## src/rtl/psr_pkg.sv

```systemverilog
// Purpose: Constants for the transceiver status, identifier and advertisement bank
// Assumes: 16-bit management registers, 5-bit addresses
// Notes: Shared by the register bank and its tests
package psr_pkg;
   // Register addresses on the management bus
   localparam logic [4:0] REG_STATUS = 5'h01;
   localparam logic [4:0] REG_ID_HIGH = 5'h02;
   localparam logic [4:0] REG_ID_LOW = 5'h03;
   localparam logic [4:0] REG_ADVERT = 5'h04;

   // Status register bit positions
   localparam int ST_EXT_CAP = 0;
   localparam int ST_JABBER = 1;
   localparam int ST_LINK = 2;
   localparam int ST_AN_ABLE = 3;
   localparam int ST_REM_FAULT = 4;
   localparam int ST_AN_DONE = 5;
   localparam int ST_PRE_SUPP = 6;
   localparam int ST_EXT_STAT = 8;
   // Fixed capability pattern, live bits left as zero
   localparam logic [15:0] STATUS_FIXED = 16'h7949;

   // Advertisement register layout
   localparam logic [15:0] ADV_RESET = 16'h81e1;
   localparam logic [15:0] ADV_WR_MASK = 16'hade0;
   localparam logic [4:0] ADV_SELECTOR = 5'h01;

   // Management frame codes and lengths
   localparam logic [1:0] OP_READ = 2'h2;
   localparam logic [1:0] OP_WRITE = 2'h1;
   localparam logic [4:0] OP_BITS = 5'h02;
   localparam logic [4:0] ADDR_BITS = 5'h0a;
   localparam logic [4:0] DATA_BITS = 5'h10;

   typedef enum logic [2:0] {
      MS_IDLE = 3'h0,
      MS_OP = 3'h1,
      MS_ADDR = 3'h3,
      MS_TURN = 3'h2,
      MS_DATA = 3'h6
   } psr_mstate_t;
endpackage

```

## src/rtl/psr_regs.sv

```systemverilog
// Purpose: Status, identifier and advertisement registers behind a serial management port
// Assumes: Status inputs come from logic on mclk; mdc and mdio arrive from outside
// Notes: mdc is oversampled, so it must stay well below a quarter of mclk
`timescale 1ns/100ps
module psr_regs #(
   parameter logic [4:0] PHY_ADDR = 5'h01,
   parameter logic [15:0] ID_HIGH = 16'h5a5a, // Arbitrary value
   parameter logic [5:0] MODEL_NUM = 6'h2a, // Arbitrary value
   parameter logic [3:0] REV_NUM = 4'h1, // Arbitrary value
   parameter logic [5:0] ORG_ID_LOW = 6'h15 // Arbitrary value
) (
   input wire logic mclk, // 40 MHz system clock
   input wire logic arst_n, // Asynchronous reset, active low
   input wire logic sw_reset, // Software reset pulse from control register
   input wire logic mdc, // Management clock pin
   input wire logic mdio_i, // Management data pin, input side
   output logic mdio_o, // Management data pin, output side
   output logic mdio_oe_n, // Low while driving management data
   input wire logic jabber_det, // Jabber condition, live
   input wire logic link_up, // Link state, live
   input wire logic remote_fault_det, // Remote fault condition, live
   input wire logic an_complete, // Auto-negotiation complete, live
   output logic [15:0] adv_q // Advertisement register contents
);

   ////////////////////////////////////////////////////////////////////////////
   // Pin synchronisers

   logic [1:0] mdc_sync_q;
   logic [1:0] mdio_sync_q;
   logic mdc_prev_q;
   logic mdc_rise;

   always_ff @(posedge mclk or negedge arst_n)
   begin
      if (!arst_n)
      begin
         // All high, so a clock parked high over reset gives no false edge
         mdc_sync_q <= 2'h3;
         mdio_sync_q <= 2'h3;
         mdc_prev_q <= 1'b1;
      end
      else
      begin
         mdc_sync_q <= {mdc_sync_q[0], mdc};
         mdio_sync_q <= {mdio_sync_q[0], mdio_i};
         mdc_prev_q <= mdc_sync_q[1];
      end
   end

   assign mdc_rise = mdc_sync_q[1] & ~mdc_prev_q;

   ////////////////////////////////////////////////////////////////////////////
   // Management frame receiver and read driver

   psr_pkg::psr_mstate_t state_q;
   logic [4:0] cnt_q;
   logic [1:0] op_q;
   logic [9:0] addr_q;
   logic [15:0] shift_q;
   logic prev_bit_q;
   logic rd_active_q;
   logic bit_in;
   logic [15:0] rd_data;
   logic [15:0] status_rd;
   logic addr_hit;
   logic reg_mapped;
   logic status_rd_ev;
   logic adv_wr_ev;

   assign bit_in = mdio_sync_q[1];
   assign addr_hit = addr_q[9:5] == PHY_ADDR;
   assign reg_mapped = addr_q[4:0] >= psr_pkg::REG_STATUS && addr_q[4:0] <= psr_pkg::REG_ADVERT;

   // No preamble needed: a zero then a one marks the start
   always_ff @(posedge mclk or negedge arst_n)
   begin
      if (!arst_n)
      begin
         state_q <= psr_pkg::MS_IDLE;
         cnt_q <= 5'h0;
         op_q <= 2'h0;
         addr_q <= 10'h0;
         prev_bit_q <= 1'b1;
      end
      else if (mdc_rise)
      begin
         prev_bit_q <= bit_in;
         unique case (state_q)
            psr_pkg::MS_IDLE:
            begin
               cnt_q <= 5'h0;
               if (!prev_bit_q && bit_in)
               begin
                  state_q <= psr_pkg::MS_OP;
               end
            end
            psr_pkg::MS_OP:
            begin
               op_q <= {op_q[0], bit_in};
               if (cnt_q == psr_pkg::OP_BITS - 5'h1)
               begin
                  state_q <= psr_pkg::MS_ADDR;
                  cnt_q <= 5'h0;
               end
               else
               begin
                  cnt_q <= cnt_q + 5'h1;
               end
            end
            psr_pkg::MS_ADDR:
            begin
               addr_q <= {addr_q[8:0], bit_in};
               if (cnt_q == psr_pkg::ADDR_BITS - 5'h1)
               begin
                  state_q <= psr_pkg::MS_TURN;
                  cnt_q <= 5'h0;
               end
               else
               begin
                  cnt_q <= cnt_q + 5'h1;
               end
            end
            psr_pkg::MS_TURN:
            begin
               if (cnt_q == 5'h1)
               begin
                  state_q <= psr_pkg::MS_DATA;
                  cnt_q <= 5'h0;
               end
               else
               begin
                  cnt_q <= cnt_q + 5'h1;
               end
            end
            psr_pkg::MS_DATA:
            begin
               if (cnt_q == psr_pkg::DATA_BITS - 5'h1)
               begin
                  state_q <= psr_pkg::MS_IDLE;
                  prev_bit_q <= 1'b1;
                  cnt_q <= 5'h0;
               end
               else
               begin
                  cnt_q <= cnt_q + 5'h1;
               end
            end
            default:
            begin
               state_q <= psr_pkg::MS_IDLE;
            end
         endcase
      end
   end

   // Snapshot taken at the end of the first turnaround bit
   assign status_rd_ev = mdc_rise && state_q == psr_pkg::MS_TURN && cnt_q == 5'h0
      && op_q == psr_pkg::OP_READ && addr_hit && addr_q[4:0] == psr_pkg::REG_STATUS;
   assign adv_wr_ev = mdc_rise && state_q == psr_pkg::MS_DATA
      && cnt_q == psr_pkg::DATA_BITS - 5'h1 && op_q == psr_pkg::OP_WRITE && addr_hit
      && addr_q[4:0] == psr_pkg::REG_ADVERT;

   // Unmapped addresses stay released so other banks may answer
   always_ff @(posedge mclk or negedge arst_n)
   begin
      if (!arst_n)
      begin
         mdio_o <= 1'b1;
         mdio_oe_n <= 1'b1;
         rd_active_q <= 1'b0;
         shift_q <= 16'h0;
      end
      else if (mdc_rise)
      begin
         if (state_q == psr_pkg::MS_TURN && cnt_q == 5'h0 && op_q == psr_pkg::OP_READ
            && addr_hit && reg_mapped)
         begin
            mdio_o <= 1'b0;
            mdio_oe_n <= 1'b0;
            rd_active_q <= 1'b1;
            shift_q <= rd_data;
         end
         else if (rd_active_q && state_q == psr_pkg::MS_TURN)
         begin
            mdio_o <= shift_q[15];
            shift_q <= {shift_q[14:0], 1'b0};
         end
         else if (rd_active_q && state_q == psr_pkg::MS_DATA)
         begin
            if (cnt_q == psr_pkg::DATA_BITS - 5'h1)
            begin
               mdio_o <= 1'b1;
               mdio_oe_n <= 1'b1;
               rd_active_q <= 1'b0;
            end
            else
            begin
               mdio_o <= shift_q[15];
               shift_q <= {shift_q[14:0], 1'b0};
            end
         end
         else if (state_q == psr_pkg::MS_DATA && !rd_active_q)
         begin
            shift_q <= {shift_q[14:0], bit_in};
         end
      end
   end

   ////////////////////////////////////////////////////////////////////////////
   // Latched status bits

   logic jab_latched_q;
   logic link_latched_q;
   logic fault_latched_q;

   // Set beats the read clear so no event slips between reads
   always_ff @(posedge mclk or negedge arst_n)
   begin
      if (!arst_n)
      begin
         jab_latched_q <= 1'b0;
         link_latched_q <= 1'b0;
         fault_latched_q <= 1'b0;
      end
      else if (sw_reset)
      begin
         jab_latched_q <= 1'b0;
         link_latched_q <= 1'b0;
         fault_latched_q <= 1'b0;
      end
      else if (status_rd_ev)
      begin
         jab_latched_q <= jabber_det;
         link_latched_q <= link_up;
         fault_latched_q <= remote_fault_det;
      end
      else
      begin
         jab_latched_q <= jab_latched_q | jabber_det;
         link_latched_q <= link_latched_q & link_up;
         fault_latched_q <= fault_latched_q | remote_fault_det;
      end
   end

   // Fixed capability bits plus live and latched bits
   always_comb
   begin
      status_rd = psr_pkg::STATUS_FIXED;
      status_rd[psr_pkg::ST_JABBER] = jab_latched_q;
      status_rd[psr_pkg::ST_LINK] = link_latched_q;
      status_rd[psr_pkg::ST_REM_FAULT] = fault_latched_q;
      status_rd[psr_pkg::ST_AN_DONE] = an_complete;
   end

   always_comb
   begin
      unique case (addr_q[4:0])
         psr_pkg::REG_STATUS: rd_data = status_rd;
         psr_pkg::REG_ID_HIGH: rd_data = ID_HIGH;
         psr_pkg::REG_ID_LOW: rd_data = {ORG_ID_LOW, MODEL_NUM, REV_NUM};
         psr_pkg::REG_ADVERT: rd_data = adv_q;
         default: rd_data = 16'h0;
      endcase
   end

   ////////////////////////////////////////////////////////////////////////////
   // Advertisement register

   // Read-only fields forced on every write keep the selector legal
   always_ff @(posedge mclk or negedge arst_n)
   begin
      if (!arst_n)
      begin
         adv_q <= psr_pkg::ADV_RESET;
      end
      else if (sw_reset)
      begin
         adv_q <= psr_pkg::ADV_RESET;
      end
      else if (adv_wr_ev)
      begin
         adv_q <= ({shift_q[14:0], bit_in} & psr_pkg::ADV_WR_MASK)
            | (psr_pkg::ADV_RESET & ~psr_pkg::ADV_WR_MASK);
      end
   end
endmodule

```

## config.mk

```make
export PLATFORM = sky130hd
export DESIGN_NAME = psr_regs
export DESIGN_NICKNAME = d
export VERILOG_FILES = /design/src/rtl/psr_pkg.sv /design/src/rtl/psr_regs.sv
export SDC_FILE = /design/constraint.sdc
export NUM_CORES = 1
export LEC_CHECK = 0
export ABC_AREA = 0
export BUFFER_PORTS_ARGS = -buffer_cell sky130_fd_sc_hd__buf_2
export CAP_MARGIN = 20
export CORE_MARGIN = 2
export CORE_UTILIZATION = 40
export CTS_CLUSTER_DIAMETER = 60
export CTS_CLUSTER_SIZE = 16
export DETAILED_ROUTE_END_ITERATION = 10
export GPL_ROUTABILITY_DRIVEN = 0
export PLACE_DENSITY = 0.63
export SYNTH_ARGS = -nofsm -noshare
export SYNTH_HDL_FRONTEND = slang
export SYNTH_SLANG_ARGS = --single-unit
```

## constraint.sdc

```tcl
create_clock -name mclk -period 4.5 [get_ports mclk]
set_input_delay 0.675 -clock mclk [delete_from_list [all_inputs] [get_ports mclk]]
set_output_delay 0.675 -clock mclk [all_outputs]
set_load 0.005 [all_outputs]
```

==> Word level (Yosys, flattened, before mapping) <==
Index checks and enable logic that the tools add are counted.
{ "word_totals": {"memories": 0, "ff_bits": 64, "latchBits": 0, "rom_bits": 0, "ramBits": 0} }
{ "classes": {"add_sub_neg": 1, "n_lt_le_gt_ge": 2, "multipliers": 0, "shift": 0, "n_div": 0, "n_bitwise": 5, "n_reduce_logical": 37, "eq_ne": 21, "n_mux": 38} }
{ "op_table": {"columns": ["cell", "n"], "rows": [
  ["$mux 16", 7],
  ["$pmux 16 s4", 1],
  ["$mux 1", 20],
  ["$pmux 5 s4", 1],
  ["$logic_and 1x1->1", 19],
  ["$eq 5x1->1 const B", 3],
  ["$mux 3", 5],
  ["$mux 5", 3],
  ["$pmux 3 s5", 1],
  ["$ne 2x2->1 const B", 6],
  ["$eq 5x2->1 const B", 2],
  ["$eq 5x4->1 const B", 2],
  ["$reduce_and 2->1", 4],
  ["$reduce_bool 4->1", 2],
  ["$eq 3x2->1 const B", 2],
  ["$reduce_and 6->1", 1],
  ["$reduce_bool 2->1", 3],
  ["$add 5x1->5 const B", 1],
  ["$eq 5x3->1 const B", 1],
  ["$ge 5x1->1 const B", 1],
  ["$le 5x3->1 const B", 1],
  ["$logic_not 5->1", 1],
  ["$ne 4x4->1 const B", 1],
  ["$reduce_and 4->1", 1],
  ["12 further kinds", 15]
]} }

==> Logic depth before layout (Yosys ltp) <==
{ "depth": {"depth_word": 9, "depth_mapped": 9} }

==> Worst setup path before layout <==
OpenSTA, ideal clock, no wires.
{ "synth_timing": {"kind": "register -> register", "startpoint": "register cnt_q[0]", "endpoint": "register adv_q[7]", "stages_incl_launch_ff": 10, "period_less_slack_ps": 2274, "path_slack_ps": 2226, "path_buffers": 1, "t_arrival_ps": 2192, "path_cell_list": "dfrtp_1 > ha_1 > and3_1 > ha_1 > and4b_1 > nand2_1 > nor4b_2 > buf_2 > nor2b_1 > a211o_1"} }
{ "synth_via": {"elab_chain_cells": 6} }
{ "synth_rtl": {"columns": ["item", "line_no", "rtl"], "rows": [
  ["from (decl)", "psr_regs.sv:57", "logic [4:0] cnt_q;"],
  ["from (signal assigned)", "psr_regs.sv:108", "cnt_q <= cnt_q + 5'h1;"],
  ["from (signal assigned)", "psr_regs.sv:121", "cnt_q <= cnt_q + 5'h1;"],
  ["from (signal assigned)", "psr_regs.sv:133", "cnt_q <= cnt_q + 5'h1;"],
  ["$eq 5x4->1", "psr_regs.sv:161", "&& cnt_q == psr_pkg::DATA_BITS - 5'h1 && op_q == psr_pkg::OP_WRITE && addr_hit"],
  ["$logic_and 1x1->1 (3 in a row)", "psr_regs.sv:161", null],
  ["$logic_and 1x1->1", "psr_regs.sv:162", "&& addr_q[4:0] == psr_pkg::REG_ADVERT;"],
  ["$reduce_bool 2->1 (no source line)", null, null],
  ["to (signal assigned)", "psr_regs.sv:275", "adv_q <= psr_pkg::ADV_RESET;"],
  ["to (signal assigned)", "psr_regs.sv:279", "adv_q <= psr_pkg::ADV_RESET;"],
  ["to (signal assigned)", "psr_regs.sv:283", "adv_q <= ({shift_q[14:0], bit_in} & psr_pkg::ADV_WR_MASK)"],
  ["to (decl)", "psr_regs.sv:23", "output logic [15:0] adv_q"]
]} }
No other way between the ends.
A chain may end at the register's enable or synchronous reset.

==> Worst setup path in the final report <==
{ "layout_timing": {"startpoint": "register addr_q[1]", "endpoint": "register shift_q[14]"} }
{ "layout_via": {"elab_chain_cells": 5, "elab_cells_between_ends": 13} }
{ "layout_rtl": {"columns": ["item", "line_no", "rtl"], "rows": [
  ["from (decl)", "psr_regs.sv:59", "logic [9:0] addr_q;"],
  ["from (signal assigned)", "psr_regs.sv:113", "addr_q <= {addr_q[8:0], bit_in};"],
  ["$ge 5x1->1 or $le 5x3->1 (tied branches)", "psr_regs.sv:73", "assign reg_mapped = addr_q[4:0] >= psr_pkg::REG_STATUS && addr_q[4:0] <= psr_pkg::REG_ADVERT;"],
  ["$logic_and 1x1->1", "psr_regs.sv:73", null],
  ["$logic_and 1x1->1", "psr_regs.sv:177", "&& addr_hit && reg_mapped)"],
  ["$ne 4x4->1 (no source line) or $reduce_bool 4->1 (tied branches)", null, null],
  ["$reduce_and 3->1 (no source line)", null, null],
  ["to (signal assigned)", "psr_regs.sv:182", "shift_q <= rd_data;"],
  ["to (signal assigned)", "psr_regs.sv:187", "shift_q <= {shift_q[14:0], 1'b0};"],
  ["to (signal assigned)", "psr_regs.sv:200", "shift_q <= {shift_q[14:0], 1'b0};"],
  ["to (decl)", "psr_regs.sv:60", "logic [15:0] shift_q;"]
]} }
Parallel ways exist; a longest one is shown, timed or not.

==> impl_metrics.env <==
export IMPL_vias=2039
export IMPL_irDropWorstVdd_uv=181.1
export IMPL_root_buffer="clkbuf_8"
export IMPL_postSynthCellCount=277
export IMPL_hold_path_class="flip-flop to flip-flop"
export IMPL_core_area_um2=7214
export IMPL_whs_path_depth=0
export IMPL_cts_tree="built"
export IMPL_critPathMaxFanout=18
export IMPL_ctsHtreeMaxLevel=2
export IMPL_design_power_total_mw=1.419
export IMPL_hpwl_mm=4.054
export IMPL_layout_setup_ws_ns=1.779
export IMPL_wirelength_mm=5.810
export IMPL_relSlewSlack=0.4585
export IMPL_path_class="flip-flop to flip-flop"
export IMPL_cts_max_path_buffers=2
export IMPL_final_cells=385
export IMPL_critPathLaunchType="flip-flop"
export IMPL_max_freq_ghz=0.3676
export IMPL_cpMaxStageDelayCell="or2_1"
export IMPL_grt_max_degree=57
export IMPL_nets=299
export IMPL_post_drt_via_cell_ratio=5.296
export IMPL_arrival_ns=2.92
export IMPL_wl_per_cell_um=15.09
export IMPL_syn_avg_cell_area_um2=10.71
export IMPL_die_y_um=90.12
export IMPL_post_cts_resize_count=0
export IMPL_track_usage=0.1518
export IMPL_ys_warn_count=0
export IMPL_ys_flop_type="dfrtp_1"
export IMPL_utilization=0.4396
export IMPL_finalCriticalPeriod_ns=2.721
export IMPL_required_ns=4.70
export IMPL_crit_path_end_kind="flip-flop"
export IMPL_worst_pin_slew_ns=0.8010
export IMPL_drt_iter0_drc=132
export IMPL_clock_sinks=56
export IMPL_reg2reg_setup_slack_ns=1.78
export IMPL_grt_overflow=0
export IMPL_clk_pin_slew_ns=0.10
export IMPL_endpoint="shift_q[14]"
export IMPL_dpl_worst_slack_ns=1.776
export IMPL_ant_nets=0
export IMPL_numCtsBuffers=5
export IMPL_fp_dieW_um=90.12
export IMPL_ys_types=56
export IMPL_worstSkewPairLatency_ns=0.31
export IMPL_drc_errors=0
export IMPL_regArea_um2=1418
export IMPL_synth_area_um2=2967
export IMPL_worstSetupStartpoint="addr_q[1]"
export IMPL_min_period_over_period=0.6046
export IMPL_leakage_nw=1.405
export IMPL_r2r_end="shift_q[14]"
export IMPL_start_util=0.4112
export IMPL_r2r_start="addr_q[1]"
export IMPL_drv_slew=0
export IMPL_grt_pass1_vias=2016
export IMPL_area_growth_pct=6.917
export IMPL_grt_pass1_wl_mm=10.10
export IMPL_cts_setup_buffers=0
export IMPL_rr_worst_depth=5
export IMPL_hold_viol=0
export IMPL_dieArea_um2=8122
export IMPL_insertedDiodeCount=0
export IMPL_setup_viol=0
export IMPL_dp_cells=377
export IMPL_tns_ns=0
export IMPL_synth_edf_count=0
export IMPL_antenna_found_initial=0
export IMPL_path_cells="o21ba_2 > o21ai_1 > or2_1 > mux2_2 > mux2_2"
export IMPL_status="completed"
export IMPL_cpMostUsedCell="mux2_2"
export IMPL_holdBufCountCts=0
export IMPL_power_density_nw_per_um2=447.5
export IMPL_maxCapViolCount=0
export IMPL_multiInputGateArea_um2=1401
export IMPL_skew_ns=0.01505
export IMPL_ys_seq_elements=56
export IMPL_firstDrtPassIters=4
export IMPL_synthArstFlopShare=1.000
export IMPL_slowest_delay_ns=0.58
export IMPL_rows=31
export IMPL_drive_gt1_frac=0.2937
export IMPL_io_pins=27
export IMPL_io_buffers=18
export IMPL_rsz0062_at_grt="no"
export IMPL_fillers=715
export IMPL_synth_seq_area_share=0.4779
## where the power goes
group / internal, mW / switching (mW) / total, mW
sequential: 0.577 / 0.125 / 0.702
clock: 0.114 / 0.171 / 0.285
combinational: 0.199 / 0.233 / 0.432
## area by class of cell
type                    instances  share of cell area
flip-flops and latches         56              0.4469
multi-input cells             194              0.4418
well taps                      99             0.03905
repair buffers                 20             0.03314
clock buffers                   5             0.02170
inverters                       8            0.009467
clock inverters                 3            0.007890
## state kept, by name (all words and copies together), names as in the netlist
register,cells
shift_q,16
addr_q,10
adv_q,8
cnt_q,5
state_q,3
mdc_sync_q,2
mdio_sync_q,2
op_q,2
fault_latched_q,1
jab_latched_q,1
link_latched_q,1
mdc_prev_q,1
mdio_o,1
mdio_oe_n,1
prev_bit_q,1
rd_active_q,1
## worst min path at each step
stage                   startpoint             end  slack [ns]
finish               mdc_sync_q[0]   mdc_sync_q[1]        0.36
global route         mdc_sync_q[0]   mdc_sync_q[1]        0.37
global placement    mdio_sync_q[0]  mdio_sync_q[1]        0.35
floorplan            mdc_sync_q[0]   mdc_sync_q[1]        0.35
detailed placement   mdc_sync_q[0]   mdc_sync_q[1]        0.35
CTS                  mdc_sync_q[0]   mdc_sync_q[1]        0.36
## routing by layer
metal  vias to the layer above  share of wire  GRT usage
met1                      1017           0.49     0.2144
met2                        35           0.48     0.2462
met4                         0         0.0067    0.03462
met5                         -              0          0
li1                        983              -          -
met3                         4          0.029    0.02515
## metrics by stage
step           area, um^2  hold slack, ns
2_1_floorplan        2989          0.3452
3_3_place_gp         3078          0.3476
3_5_place_dp         3078          0.3472
4_1_cts              3172          0.3619
5_1_grt              3172          0.3668
6_report             3172          0.3604
## critical path, delay by kind of cell (launching register included)
kind             cells  cell delay [ns]
flip-flops           1             0.53
AND/OR/NAND/NOR      1             0.58
AO/OA/AOI/OAI        2             0.82
multiplexers         2             0.68
## cells by family after synthesis
logic type | Yosys count | share of synthesized area
fa+ha+maj | 5 | 0.02109
simple gates | 80 | 0.1645
buf+inv | 33 | 0.05736
compound gates | 63 | 0.1350
xor+xnor | 1 | 0.002953
flops | 56 | 0.4779
mux | 37 | 0.1388
other cells | 2 | 0.002532
## cells in the final DEF, fill, tap and decap left out, types with 8 or more instances in the layout
| cell | instances |
|---|---|
| a21oi_1 | 12 |
| buf_2 | 18 |
| conb_1 | 8 |
| dfrtp_1 | 43 |
| dfstp_2 | 13 |
| inv_1 | 8 |
| mux2_2 | 32 |
| nand2_1 | 14 |
| nor2_1 | 19 |
| nor2b_1 | 8 |
| o21ai_0 | 23 |
## cell usage after synthesis (3+ instances only)
master	instances	area share
a211o_1	5	0.015
a21o_1	4	0.010
a21oi_1	12	0.020
a31oi_1	3	0.0063
buf_2	7	0.012
buf_4	8	0.020
clkbuf_1	9	0.011
dfrtp_1	43	0.36
dfstp_2	13	0.12
ha_1	5	0.021
inv_1	8	0.010
mux2_2	32	0.12
mux2i_1	4	0.013
nand2_1	14	0.018
nand2b_1	4	0.0084
nand4_1	4	0.0084
nor2_1	19	0.024
nor2b_1	8	0.017
nor3_1	3	0.0051
nor4_1	3	0.0063
o21ai_0	23	0.039
o31ai_1	3	0.0076
Note: power is estimated with default switching activity, not from simulation.
